### config.mk
export PLATFORM = sky130hd
export DESIGN_NAME = bst_tap_port
export DESIGN_NICKNAME = d
export VERILOG_FILES = /design/src/bst_pkg.sv /design/src/bst_pin_if.sv /design/src/bst_pin_sync.sv /design/src/bst_tap_port.sv
export SDC_FILE = /design/constraint.sdc
export NUM_CORES = 1
export LEC_CHECK = 0
export BUFFER_PORTS_ARGS = -buffer_cell sky130_fd_sc_hd__buf_4
export CAP_MARGIN = 20
export CORE_MARGIN = 4
export CORE_UTILIZATION = 45
export CTS_BUF_LIST = sky130_fd_sc_hd__clkbuf_8
export CTS_CLUSTER_DIAMETER = 60
export CTS_CLUSTER_SIZE = 14
export DETAILED_ROUTE_END_ITERATION = 16
export GPL_ROUTABILITY_DRIVEN = 0
export GPL_TIMING_DRIVEN = 0
export PLACE_DENSITY = 0.61
export SYNTH_ARGS = -nofsm -noshare
export SYNTH_HDL_FRONTEND = slang
export SYNTH_HIERARCHICAL = 1
export SYNTH_SLANG_ARGS = --single-unit
### constraint.sdc
create_clock -name clk -period 2.7 [get_ports clk]
set_input_delay 0 -clock clk [delete_from_list [all_inputs] [get_ports clk]]
set_output_delay 0 -clock clk [all_outputs]
set_load 0.005 [all_outputs]
### src/bst_pkg.sv
// shared constants and types for the boundary scan test port
package bst_pkg;
	localparam int              IR_W        = 4;
	localparam logic [IR_W-1:0] INS_EXTEST  = 4'h0;
	localparam logic [IR_W-1:0] INS_IDCODE  = 4'h1;
	localparam logic [IR_W-1:0] INS_SAMPLE  = 4'h2;
	localparam logic [IR_W-1:0] INS_BYPASS  = 4'hf;
	localparam logic [IR_W-1:0] IR_CAPTURE  = 4'h1;
	localparam int              ID_W        = 32;
	// arbitrary identity value, bit 0 set as scan chains expect
	localparam logic [ID_W-1:0] ID_DEFAULT  = 32'h1000_0001;
	localparam int              BSR_LEN     = 8;
	localparam int              PIN_N       = 4;
	localparam int              PIN_TCK     = 0;
	localparam int              PIN_TMS     = 1;
	localparam int              PIN_TDI     = 2;
	localparam int              PIN_TRST    = 3;
	localparam logic [PIN_N-1:0] PIN_RESET  = 4'h8;

	typedef enum logic [15:0]
	{
		S_TLR   = 16'h0001,
		S_RTI   = 16'h0002,
		S_SELDR = 16'h0004,
		S_CAPDR = 16'h0008,
		S_SHDR  = 16'h0010,
		S_EX1DR = 16'h0020,
		S_PAUDR = 16'h0040,
		S_EX2DR = 16'h0080,
		S_UPDR  = 16'h0100,
		S_SELIR = 16'h0200,
		S_CAPIR = 16'h0400,
		S_SHIR  = 16'h0800,
		S_EX1IR = 16'h1000,
		S_PAUIR = 16'h2000,
		S_EX2IR = 16'h4000,
		S_UPIR  = 16'h8000
	} bst_state_t;
endpackage

### src/bst_pin_if.sv
// synchronised test pin events passed from the sampler to the tap
`timescale 1ns/100ps
interface bst_pin_if;
	logic tckRise;
	logic tckFall;
	logic tms;
	logic tdi;
	logic trstN;

	modport drive
	(
		output tckRise,
		output tckFall,
		output tms,
		output tdi,
		output trstN
	);
	modport tap
	(
		input tckRise,
		input tckFall,
		input tms,
		input tdi,
		input trstN
	);
endinterface

### src/bst_pin_sync.sv
// two-stage pin sampler and test clock edge finder
`timescale 1ns/100ps
module bst_pin_sync
	import bst_pkg::*;
(
	// system
	input  wire logic   clk,
	input  wire logic   reset,
	// raw test pins
	input  wire logic   tckPin,
	input  wire logic   tmsPin,
	input  wire logic   tdiPin,
	input  wire logic   trstPinN,
	// events toward the tap
	bst_pin_if.drive    pinsOut
);
	logic [PIN_N-1:0] rawPins;
	logic [PIN_N-1:0] meta_q;
	logic [PIN_N-1:0] meta_d;
	logic [PIN_N-1:0] stab_q;
	logic [PIN_N-1:0] stab_d;
	logic             tckLast_q;
	logic             tckLast_d;

	assign rawPins = {trstPinN, tdiPin, tmsPin, tckPin};

	// first stage feeds only the second; edges come from stage two
	always_comb
	begin
		meta_d    = rawPins;
		stab_d    = meta_q;
		tckLast_d = stab_q[PIN_TCK];
	end

	always_ff @(posedge clk)
	begin
		if (reset)
		begin
			meta_q    <= PIN_RESET;
			stab_q    <= PIN_RESET;
			tckLast_q <= 1'b0;
		end
		else
		begin
			meta_q    <= meta_d;
			stab_q    <= stab_d;
			tckLast_q <= tckLast_d;
		end
	end

	assign pinsOut.tckRise = stab_q[PIN_TCK] & ~tckLast_q;
	assign pinsOut.tckFall = ~stab_q[PIN_TCK] & tckLast_q;
	assign pinsOut.tms     = stab_q[PIN_TMS];
	assign pinsOut.tdi     = stab_q[PIN_TDI];
	assign pinsOut.trstN   = stab_q[PIN_TRST];
endmodule

### src/bst_tap_port.sv
// boundary scan test access port controller, sampled on the system clock
`timescale 1ns/100ps
module bst_tap_port
	import bst_pkg::*;
#(
	parameter logic [ID_W-1:0] ID_VALUE = ID_DEFAULT,
	parameter int              BSR_W    = BSR_LEN
)
(
	// system
	input  wire logic             clk,
	input  wire logic             reset,
	// test pins from the scan controller
	input  wire logic             tckPin,
	input  wire logic             tmsPin,
	input  wire logic             tdiPin,
	input  wire logic             trstPinN,
	// test data out, three-state
	output logic                  tdoOut,
	output logic                  tdoOeN,
	// boundary cells
	input  wire logic [BSR_W-1:0] bsrSense,
	output logic [BSR_W-1:0]      bsrDrive,
	output logic                  extestActive
);
	bst_pin_if pins();

	bst_state_t       state_q;
	bst_state_t       state_d;
	logic [IR_W-1:0]  ir_q;
	logic [IR_W-1:0]  ir_d;
	logic [IR_W-1:0]  irSh_q;
	logic [IR_W-1:0]  irSh_d;
	logic             bypass_q;
	logic             bypass_d;
	logic [ID_W-1:0]  idSh_q;
	logic [ID_W-1:0]  idSh_d;
	logic [BSR_W-1:0] bsrSh_q;
	logic [BSR_W-1:0] bsrSh_d;
	logic [BSR_W-1:0] bsrDrive_q;
	logic [BSR_W-1:0] bsrDrive_d;
	logic             tdo_q;
	logic             tdo_d;
	logic             tdoOeN_q;
	logic             tdoOeN_d;
	logic             extest_q;
	logic             extest_d;
	logic             drLsb;

	bst_pin_sync u_sync
	(
		.clk      (clk),
		.reset    (reset),
		.tckPin   (tckPin),
		.tmsPin   (tmsPin),
		.tdiPin   (tdiPin),
		.trstPinN (trstPinN),
		.pinsOut  (pins)
	);

	function automatic bst_state_t stepState(input bst_state_t s,
		input logic tms);
		case (s)
			S_TLR:   stepState = tms ? S_TLR   : S_RTI;
			S_RTI:   stepState = tms ? S_SELDR : S_RTI;
			S_SELDR: stepState = tms ? S_SELIR : S_CAPDR;
			S_CAPDR: stepState = tms ? S_EX1DR : S_SHDR;
			S_SHDR:  stepState = tms ? S_EX1DR : S_SHDR;
			S_EX1DR: stepState = tms ? S_UPDR  : S_PAUDR;
			S_PAUDR: stepState = tms ? S_EX2DR : S_PAUDR;
			S_EX2DR: stepState = tms ? S_UPDR  : S_SHDR;
			S_UPDR:  stepState = tms ? S_SELDR : S_RTI;
			S_SELIR: stepState = tms ? S_TLR   : S_CAPIR;
			S_CAPIR: stepState = tms ? S_EX1IR : S_SHIR;
			S_SHIR:  stepState = tms ? S_EX1IR : S_SHIR;
			S_EX1IR: stepState = tms ? S_UPIR  : S_PAUIR;
			S_PAUIR: stepState = tms ? S_EX2IR : S_PAUIR;
			S_EX2IR: stepState = tms ? S_UPIR  : S_SHIR;
			S_UPIR:  stepState = tms ? S_SELDR : S_RTI;
			default: stepState = S_TLR;
		endcase
	endfunction

	// unknown codes fall back to the one-bit bypass path
	always_comb
	begin
		case (ir_q)
			INS_IDCODE: drLsb = idSh_q[0];
			INS_SAMPLE: drLsb = bsrSh_q[0];
			INS_EXTEST: drLsb = bsrSh_q[0];
			default:    drLsb = bypass_q;
		endcase
	end

	always_comb
	begin
		state_d    = state_q;
		ir_d       = ir_q;
		irSh_d     = irSh_q;
		bypass_d   = bypass_q;
		idSh_d     = idSh_q;
		bsrSh_d    = bsrSh_q;
		bsrDrive_d = bsrDrive_q;
		tdo_d      = tdo_q;
		tdoOeN_d   = tdoOeN_q;
		// no test clock edge needed; the pin is only two cycles late
		if (!pins.trstN)
		begin
			state_d  = S_TLR;
			ir_d     = INS_IDCODE;
			tdoOeN_d = 1'b1;
		end
		else
		begin
			if (pins.tckRise)
			begin
				state_d = stepState(state_q, pins.tms);
				case (state_q)
					S_TLR:
						ir_d = INS_IDCODE;
					S_CAPIR:
						irSh_d = IR_CAPTURE;
					S_SHIR:
						irSh_d = {pins.tdi, irSh_q[IR_W-1:1]};
					S_CAPDR:
					begin
						bypass_d = 1'b0;
						idSh_d   = ID_VALUE;
						bsrSh_d  = bsrSense;
					end
					S_SHDR:
					begin
						case (ir_q)
							INS_IDCODE:
								idSh_d = {pins.tdi, idSh_q[ID_W-1:1]};
							INS_SAMPLE,
							INS_EXTEST:
								bsrSh_d = {pins.tdi, bsrSh_q[BSR_W-1:1]};
							default:
								bypass_d = pins.tdi;
						endcase
					end
					default:
						;
				endcase
			end
			// updates land on the falling edge, as the scan cells expect
			if (pins.tckFall)
			begin
				if (state_q == S_UPIR)
				begin
					ir_d = irSh_q;
				end
				if (state_q == S_UPDR && (ir_q == INS_EXTEST ||
					ir_q == INS_SAMPLE))
				begin
					bsrDrive_d = bsrSh_q;
				end
				if (state_q == S_SHIR)
				begin
					tdo_d    = irSh_q[0];
					tdoOeN_d = 1'b0;
				end
				else if (state_q == S_SHDR)
				begin
					tdo_d    = drLsb;
					tdoOeN_d = 1'b0;
				end
				else
				begin
					tdoOeN_d = 1'b1;
				end
			end
		end
		extest_d = (ir_d == INS_EXTEST);
	end

	always_ff @(posedge clk)
	begin
		if (reset)
		begin
			state_q    <= S_TLR;
			ir_q       <= INS_IDCODE;
			irSh_q     <= '0;
			bypass_q   <= 1'b0;
			idSh_q     <= '0;
			bsrSh_q    <= '0;
			bsrDrive_q <= '0;
			tdo_q      <= 1'b0;
			tdoOeN_q   <= 1'b1;
			extest_q   <= 1'b0;
		end
		else
		begin
			state_q    <= state_d;
			ir_q       <= ir_d;
			irSh_q     <= irSh_d;
			bypass_q   <= bypass_d;
			idSh_q     <= idSh_d;
			bsrSh_q    <= bsrSh_d;
			bsrDrive_q <= bsrDrive_d;
			tdo_q      <= tdo_d;
			tdoOeN_q   <= tdoOeN_d;
			extest_q   <= extest_d;
		end
	end

	assign tdoOut       = tdo_q;
	assign tdoOeN       = tdoOeN_q;
	assign bsrDrive     = bsrDrive_q;
	assign extestActive = extest_q;
endmodule

==> run_results.csv, run 1 <==
group,metric,value,unit
status,status,"finished, final reports clean",
clock_tree,cts_buffers,9,
finish,fin_area,4550,µm²
finish,drive_gt1_share,14.2,%
sta,slew_headroom,48.7,%
drt,vias,3429,
hold_path,hp-start,"bsrSense[3]",
clock_tree,cts_sinks,85,
finish,regArea,1700,µm²
die,io_pins,25,
clock_tree,htreeDepth,3,
die,rows,33,
global_route,grt_max_degree,14,
power,p_leak,0.00158,µW
sta,fin_crit_sh,96.5,%
flow_run,maxCapViolCount,0,
worst_setup_path,cp_max_fo,10,
yosys,synthTopCellsByCount,"dfxtp_1 (85), nand2_1 (58), a21oi_1 (49)",
global_route,grt_overflow,0,
sta,finalClockSkew,15.0,ps
place,dp.final_hpwl,6020,µm
yosys,syn_area_per_cell,8.40,µm²
finish,finalCoreUtilization,55.3,%
clock_tree,cts_buffer_depth,2,
sta,final_hold_viol_count,0,
clock_tree,path_clk_slew,90,ps
drt,totalWireLength,8960,µm
yosys,synth_area_leaders,"dfxtp_1 (45%), a21oi_1 (6.5%), nand2_1 (5.7%)",
yosys,synth_cells,451,
die,die_h,99.8,µm
finish,fillCellCount,774,
yosys,synth_edf_count,0,
sta,fin_crit,2600,ps
yosys,yosysUniqueCellTypes,44,
die,fp.dieArea,9950,µm²
worst_setup_path,r2r-start,"state_q[15]",
yosys,async_flop_share,0,%
die,initial_core_util,46.1,%
worst_setup_path,critPathKind,"reg2reg",
yosys,synth-seq-area-share,44.9,%
yosys,synth_area_leader_cell,"dfxtp_1",
worst_setup_path,critPathSlowestCell,"or4_4",
power,p_per_area,531,nW/µm²
sta,tightest_slew,764,ps
worst_setup_path,required,2920,ps
global_route,grt_pass1_vias,3152,
global_route,track_usage,18.9,%
drt,wl_per_cell,14.6,µm
global_route,antenna_found_initial,0,
die,core,8220,µm²
drt,first_pass_iters,7,
finish,nets,518,
finish,multi_input_area,1930,µm²
sta,whs,12.1,ps
die,die_w,99.8,µm
worst_setup_path,worst_setup_path_start_kind,"flop",
clock_tree,cts_tree,"done",
global_route,grt_pass1_wl,15300,µm
sta,final_max_slew_viol_count,0,
clock_tree,cts-root-buf,"clkbuf_8",
drt,antenna_left,0,
clock_tree,insertion_delay,350,ps
worst_setup_path,crit_start,"state_q[15]",
yosys,synth.net_count,465,
place,io_buffers,24,
yosys,synth_top_area_share,44.9,%
yosys,synth_area,3790,µm²
worst_setup_path,max_stage_delay,600,ps
worst_setup_path,cp.arrival,2820,ps
worst_setup_path,critPathTopFamily,"simple AND/OR/NAND/NOR gates",
sta,fmax,0.384,GHz
yosys,synth_flop_cell,"dfxtp_1",
drt,vias_per_cell,5.60,
yosys,yosys_register_bits,85,
power,max-vdd-ir-drop,0.000450,V
finish,diodes,0,
worst_setup_path,worstSetupEndpointType,"flop",
hold_path,hp-class,"in2reg",
worst_setup_path,path_buf_inv,2,
drt,drc,0,
finish,area_growth,20.0,%
worst_setup_path,cpMostUsedCell,"or4_4",
yosys,ys_warn_count,6,
yosys,yosysMostFrequentCell,"dfxtp_1",
place,post_dp_cell_area,4100,µm²
worst_setup_path,cp_cell_sequence,"clkbuf_1, or4_4, or4_4, a2111o_1, buf_2, nand2_1, a21oi_1",
sta,setup-violations-final,0,
drt,drt_iter0_drc,197,
## sequential cells by signal (all words and copies together), names as in the netlist
name,count
bsrDrive,8
idSh_q,32
tdoOut,1
ir_q,4
tdoOeN,1
bypass_q,1
u_sync/meta_q,4
irSh_q,4
bsrSh_q,8
state_q,16
extestActive,1
u_sync/stab_q,4
u_sync/tckLast_q,1
## tightest hold or removal path, cell delays in order
cell      delay (ps)
buf_4            110
mux2i_1          120
a211oi_1          90
## power breakdown
| group | internal, µW | total [µW] | switching, µW | leakage, µW |
|---|---|---|---|---|
| combinational | 43.5 | 103 | 59.6 | 0.000779 |
| clock | 603 | 1050 | 445 | 0.000117 |
| sequential | 1260 | 1260 | 4.93 | 0.000686 |
| total | 1910 | 2420 | 509 | 0.00158 |
## worst paths after layout
path	endpoint	slack (ps)	cells past startpoint
max reg2reg	idSh_q[18]	100	7
min reg2reg	u_sync/stab_q[3]	410	1
max	idSh_q[18]	100	7
min	bsrSh_q[3]	10	3
## what timing repair did
action                     4_1_cts  5_1_grt
cloned                           0        0
setup endpoints to repair       43       42
hold endpoints to repair        13        0
hold buffers                    12        0
gates resized for setup          4       12
pin swaps                        2        4
buffers inserted                 1        5
## routing by layer
layer | track usage [%] | wire length [µm] | share of wire, %
met1 | 26.5 | 4190 | 47
met2 | 29.0 | 4120 | 46
met3 | 4.00 | 535 | 6.0
met4 | 6.09 | 107 | 1.2
met5 | 0 | 0 | 0
## stage by stage
stage / setup TNS [ps] / worst slack [ps] / total power (µW) / cells
3_5_place_dp: -7130 / -258 / 1380 / 580
5_1_grt: -8.15 / -4.56 / 2520 / 612
2_1_floorplan: 0 / 284 / 1340 / 451
6_report: 0 / 95.5 / 2420 / 612
3_3_place_gp: -5900 / -197 / 1380 / 580
4_1_cts: 0 / 14.9 / 2440 / 607
## cell families (layout without fill, tap and decap cells)
group           count (synthesis)  count (layout)  share of synthesized area [%]
xor+xnor                        7               7                           1.62
buf+inv                        42              98                           5.51
flops                          85              85                           44.9
mux                            15              15                           3.96
simple gates                  215             215                           29.3
compound gates                 87              87                           14.7
## area by class of cell
class                   count  share of cell area (%)
clock inverters             5                    2.26
inverters                   5                   0.413
repair buffers             42                    7.60
well taps                 105                    2.89
flip-flops and latches     85                    37.4
plain buffers              37                    4.27
clock buffers               9                    2.73
multi-input cells         324                    42.4
## layout by cell type (no fill, tap or decap), drive strengths merged, types with 10 or more instances in the layout
master	n
nor2b	11
dfxtp	85
buf	44
or3	10
mux2i	15
nor3	15
nand2	58
nor4	11
nor2	39
nand3	41
o21ai	10
a21oi	49
clkbuf	32
dlygate4sd3	12
No activity file was read; power rests on OpenSTA's default activity.
==> run 2: changes to the inputs <==
--- a/config.mk
+++ b/config.mk
@@ -7,6 +7,7 @@
 export LEC_CHECK = 0
 export BUFFER_PORTS_ARGS = -buffer_cell sky130_fd_sc_hd__buf_4
 export CAP_MARGIN = 20
+export CORE_ASPECT_RATIO = 2
 export CORE_MARGIN = 4
 export CORE_UTILIZATION = 45
 export CTS_BUF_LIST = sky130_fd_sc_hd__clkbuf_8
==> run 2 against run 1 <==
Effect of this change: largest power group unchanged; combinational power rose by 7%; sequential cell count unchanged; clock power is 11% higher; via count is 0.58% lower; first-iteration DRC count decreased by 24%; sequential power about the same; critical path type unchanged; register-to-register slack about the same.
==> run_results.csv, run 2 (synthesized netlist as in run 1, its figures left out) <==
group,metric,value,unit
power,max-vdd-ir-drop,0.000487,V
power,power_frac_seq,49.7,%
clock_tree,cts_tree,"done",
sta,finalClockSkew,11.2,ps
worst_setup_path,cpMostUsedCell,"or4_4",
worst_setup_path,cp.arrival,2830,ps
status,status,"finished, final reports clean",
die,rows,47,
worst_setup_path,cp_max_fo,10,
sta,fin_crit_sh,96.3,%
die,die_w,72.9,µm
worst_setup_path,cp_cell_sequence,"buf_6, or4_4, or4_4, a2111o_1, clkbuf_2, nand2_1, a21oi_1",
die,io_pins,25,
finish,nets,525,
global_route,grt_max_degree,15,
global_route,grt_overflow,0,
sta,worst_slack,99.2,ps
die,fp.dieArea,10000,µm²
sta,setup-violations-final,0,
global_route,antenna_found_initial,0,
finish,largest_reg_flops,32,
worst_setup_path,required,2930,ps
drt,drt_iter0_drc,149,
worst_setup_path,worst_setup_path_start_kind,"flop",
finish,top_register,"idSh_q",
worst_setup_path,worstSetupEndpointType,"flop",
worst_setup_path,path_buf_inv,2,
finish,fin_area,4640,µm²
worst_setup_path,max_stage_delay,600,ps
place,post_dp_cell_area,4090,µm²
power,pwr-share-clk,46.0,%
drt,totalWireLength,9420,µm
place,dp.final_hpwl,6730,µm
clock_tree,cts-root-buf,"clkbuf_8",
drt,vias,3409,
die,die_h,138,µm
sta,slew_headroom,51.5,%
power,p_per_area,548,nW/µm²
drt,first_pass_iters,5,
clock_tree,cts_buffers,9,
drt,antenna_left,0,
finish,final_cell_mix,"dfxtp_1 (85), nand2_1 (58), a21oi_1 (49)",
die,initial_core_util,46.0,%
worst_setup_path,reg2reg_slack,100,ps
clock_tree,insertion_delay,360,ps
hold_path,hp-class,"in2reg",
global_route,grt_pass1_vias,3337,
power,combPwrFrac,4.3,%
flow_run,maxCapViolCount,0,
clock_tree,htreeDepth,3,
die,core,8230,µm²
worst_setup_path,critPathSlowestCell,"or4_4",
sta,fin_crit,2600,ps
global_route,grt_pass1_wl,15300,µm
finish,area_growth,22.5,%
power,p_int,2010,µW
power,switching_share,20.8,%
worst_setup_path,critPathKind,"reg2reg",
place,pre_cts_slack,-210,ps
clock_tree,cts_sinks,85,
clock_tree,path_clk_slew,90,ps
place,io_buffers,24,
worst_setup_path,critPathTopFamily,"simple AND/OR/NAND/NOR gates",
power,p_leak,0.00164,µW
finish,diodes,0,
finish,drive_gt1_share,14.9,%
clock_tree,cts_buffer_depth,2,
sta,final_max_slew_viol_count,0,
global_route,track_usage,19.7,%
drt,wl_per_cell,15.3,µm
sta,tightest_slew,721,ps
power,switchingPower,530,µW
sta,fmax,0.385,GHz
finish,final_common_cell,"dfxtp_1",
drt,drc,0,
sta,final_hold_viol_count,0,
finish,reg_top3,"idSh_q: 32 flops, state_q: 16 flops",
drt,vias_per_cell,5.55,
[run 2: through the flow]
step / total power [µW] / TNS [ps] / hold slack, ps / utilization [%] / instances
after floorplan: 1340 / 0 / 71.6 / - / 451
after global placement: 1380 / -5430 / 183 / 49.7 / 573
after detailed placement: 1380 / -6580 / 187 / 49.7 / 573
after CTS: 2570 / 0 / 6.90 / 55.2 / 605
after global routing: 2630 / -9.70 / 16.2 / 56.4 / 614
final: 2540 / 0 / 26.1 / 56.4 / 614
[run 2: worst reg2reg max path, stage by stage (launching register included)]
cell and delay [ps]:
dfxtp_1 310, buf_6 130, or4_4 550, or4_4 600, a2111o_1 480, clkbuf_2 220, nand2_1 100, a21oi_1 60
[run 2: area by class of cell]
type / count / area, µm²
clock inverters: 7 / 138
well taps: 98 / 123
inverters: 5 / 18.8
plain buffers: 36 / 190
flip-flops and latches: 85 / 1700
fillers: 793 / 3590
repair buffers: 50 / 425
clock buffers: 9 / 124
multi-input cells: 324 / 1920
[run 2: power groups by stage]
stage | Sequential [µW] | Combinational [µW] | Clock, µW
after floorplan | 1290 | 52.2 | 0
after global placement | 1290 | 88.3 | 0
after detailed placement | 1290 | 88.3 | 0
after CTS | 1260 | 108 | 1200
after global routing | 1270 | 121 | 1240
final | 1260 | 110 | 1170
[run 2: worst paths after layout]
check	from	end	cells past startpoint
setup / recovery	state_q[13]	idSh_q[14]	7
hold / removal	bsrSense[0]	bsrSh_q[0]	3
setup reg to reg	state_q[13]	idSh_q[14]	7
hold reg to reg	u_sync/meta_q[3]	u_sync/stab_q[3]	1
[run 2: routing by layer]
layer | global-route usage [%] | vias to the layer above | part of all wire [%] | wire length, µm
met1 | 18.8 | 1605 | 36 | 3420
met3 | 4.38 | 24 | 2.8 | 265
met4 | 10.9 | 0 | 3.6 | 340
met5 | 0 | - | 0 | 0
li1 | - | 1728 | - | -
met2 | 37.5 | 52 | 57 | 5400
[run 2: what timing repair did]
item,4_1_cts,5_1_grt
buffers inserted,0,9
endpoints found under the hold margin,16,0
hold buffers,16,0
pin swaps,0,5
endpoints found under the setup margin,42,46
gates resized for setup,4,9
==> run 3: changes to the inputs <==
--- a/config.mk
+++ b/config.mk
@@ -9,15 +9,16 @@
 export CAP_MARGIN = 20
 export CORE_ASPECT_RATIO = 2
 export CORE_MARGIN = 4
-export CORE_UTILIZATION = 45
+export CORE_UTILIZATION = 50
 export CTS_BUF_LIST = sky130_fd_sc_hd__clkbuf_8
 export CTS_CLUSTER_DIAMETER = 60
 export CTS_CLUSTER_SIZE = 14
 export DETAILED_ROUTE_END_ITERATION = 16
 export GPL_ROUTABILITY_DRIVEN = 0
 export GPL_TIMING_DRIVEN = 0
-export PLACE_DENSITY = 0.61
+export PLACE_DENSITY = 0.67
 export SYNTH_ARGS = -nofsm -noshare
 export SYNTH_HDL_FRONTEND = slang
 export SYNTH_HIERARCHICAL = 1
 export SYNTH_SLANG_ARGS = --single-unit
+export TNS_END_PERCENT = 50
==> run 3 against run 2 <==
Effect of this change: via count up 0.47%; sequential cell count unchanged; register-to-register slack worse by 80 ps; non-clock buffer count down 7; largest power group unchanged.
==> run_results.csv, run 3 (synthesized netlist as in run 1, its figures left out) <==
group,metric,value,unit
finish,finalNonFillerCells,600,
clock_tree,cts_sinks,85,
global_route,grt_max_degree,13,
die,initial_core_util,51.7,%
global_route,antenna_found_initial,0,
global_route,grt_overflow,0,
die,fp.dieArea,9120,µm²
sta,setup-violations-final,0,
drt,drt_iter0_drc,271,
drt,antenna_left,0,
clock_tree,path_clk_slew,80,ps
sta,final_max_slew_viol_count,0,
finish,top_register,"idSh_q",
worst_setup_path,r2r-start,"state_q[13]",
flow_run,maxCapViolCount,0,
power,combPwrFrac,4.7,%
worst_setup_path,worstSetupEndpointType,"flop",
worst_setup_path,cp.arrival,2940,ps
sta,worst_slack,20.2,ps
clock_tree,htreeDepth,3,
power,max-vdd-ir-drop,0.000444,V
place,io_buffers,24,
die,io_pins,25,
place,dp.cells,567,
place,pre_cts_slack,-142,ps
place,dp.final_hpwl,6640,µm
status,status,"finished, final reports clean",
die,die_h,131,µm
sta,whs,8.92,ps
sta,setup_tns,0,ps
sta,slew_headroom,47.0,%
clock_tree,cts_buffers,9,
sta,tightest_slew,788,ps
drt,wl_per_cell,15.7,µm
power,p_per_area,500,nW/µm²
drt,vias_per_cell,5.71,
sta,rsz0062_at_grt,"yes",
finish,drive_gt1_share,14.2,%
clock_tree,insertion_delay,350,ps
finish,final_common_cell,"dfxtp_1",
sta,fin_crit,2680,ps
power,pwr-share-clk,39.2,%
die,rows,44,
worst_setup_path,worst_setup_path_start_kind,"flop",
sta,finalClockSkew,9.58,ps
finish,area_growth,19.0,%
sta,final_hold_viol_count,0,
power,power_frac_seq,56.1,%
finish,final_cell_mix,"dfxtp_1 (85), nand2_1 (58), a21oi_1 (49)",
worst_setup_path,required,2960,ps
finish,diodes,0,
sta,fmax,0.373,GHz
power,switchingPower,487,µW
worst_setup_path,crit_start,"state_q[13]",
global_route,track_usage,20.5,%
hold_path,hp-class,"in2reg",
clock_tree,cts_buffer_depth,2,
clock_tree,cts-root-buf,"clkbuf_8",
power,switching_share,21.6,%
global_route,grt_pass1_wl,15300,µm
power,p_leak,0.00159,µW
worst_setup_path,cp_max_fo,10,
clock_tree,cts_tree,"done",
drt,vias,3425,
drt,totalWireLength,9420,µm
die,die_w,69.6,µm
drt,drc,0,
finish,nets,518,
sta,fin_crit_sh,99.3,%
power,p_int,1770,µW
hold_path,hp-start,"bsrSense[3]",
finish,reg_top3,"idSh_q: 32 flops, state_q: 16 flops",
finish,largest_reg_flops,32,
worst_setup_path,critPathKind,"reg2reg",
drt,first_pass_iters,4,
die,core,7320,µm²
global_route,grt_pass1_vias,3343,
## run 3: changes by cell type in the layout (fill, tap and decap cells not counted), moves of 2 or more
cell	previous run	this run
bufinv_16	4	1
inv_1	5	7
buf_2	7	5
buf_4	32	30
dlygate4sd3_1	16	12
clkbuf_8	9	11
## run 3: timing repair
item | CTS | global route
pin swaps | 0 | 3
hold endpoints to repair | 12 | 0
endpoints found under the setup margin | 42 | 42
hold buffers | 12 | 0
setup buffers | 0 | 6
cloned | 0 | 0
gates resized for setup | 4 | 14
## run 3: path summary, 6_finish.rpt
path	to	slack, ps	cells past startpoint
min reg2reg	u_sync/stab_q[3]	410	1
max	bsrSh_q[6]	20	8
min	bsrSh_q[3]	9	3
max reg2reg	bsrSh_q[6]	20	8
## run 3: area by class of cell
cell class              count  area (µm²)
clock inverters             4        41.3
repair buffers             42         345
flip-flops and latches     85        1700
multi-input cells         324        1940
well taps                  92         115
inverters                   5        18.8
fillers                   656        2810
clock buffers              11         151
plain buffers              37         198
## run 3: routing by layer
metal  track usage, %  wire length (µm)  part of all wire, %
met5                0                 0                    0
met3             3.90               288                  3.1
met2             38.3              5240                   56
met4             12.5               361                  3.8
met1             20.1              3520                   37
## run 3: through the flow
stage	util [%]	instance area [µm²]	total power, µW
final	61.6	4510	2250
after global routing	61.6	4510	2330
after CTS	60.5	4430	2270
after detailed placement	55.8	4080	1380
after global placement	55.8	4080	1380
after floorplan	-	3790	1340
## run 3: power by group through the flow
| stage | clock, µW | sequential, µW | combinational, µW |
|---|---|---|---|
| CTS | 906 | 1260 | 102 |
| global route | 947 | 1260 | 115 |
| finish | 884 | 1260 | 106 |
| detailed placement | 0 | 1290 | 87.7 |
| global placement | 0 | 1290 | 87.2 |
| floorplan | 0 | 1290 | 52.2 |
## run 3: critical path, cell delays in order (launching register included)
cell	delay, ps
dfxtp_1	310
buf_6	130
or4_4	550
or4_1	490
clkbuf_4	190
a2111oi_4	430
buf_6	220
nor2_1	50
a211oi_1	220
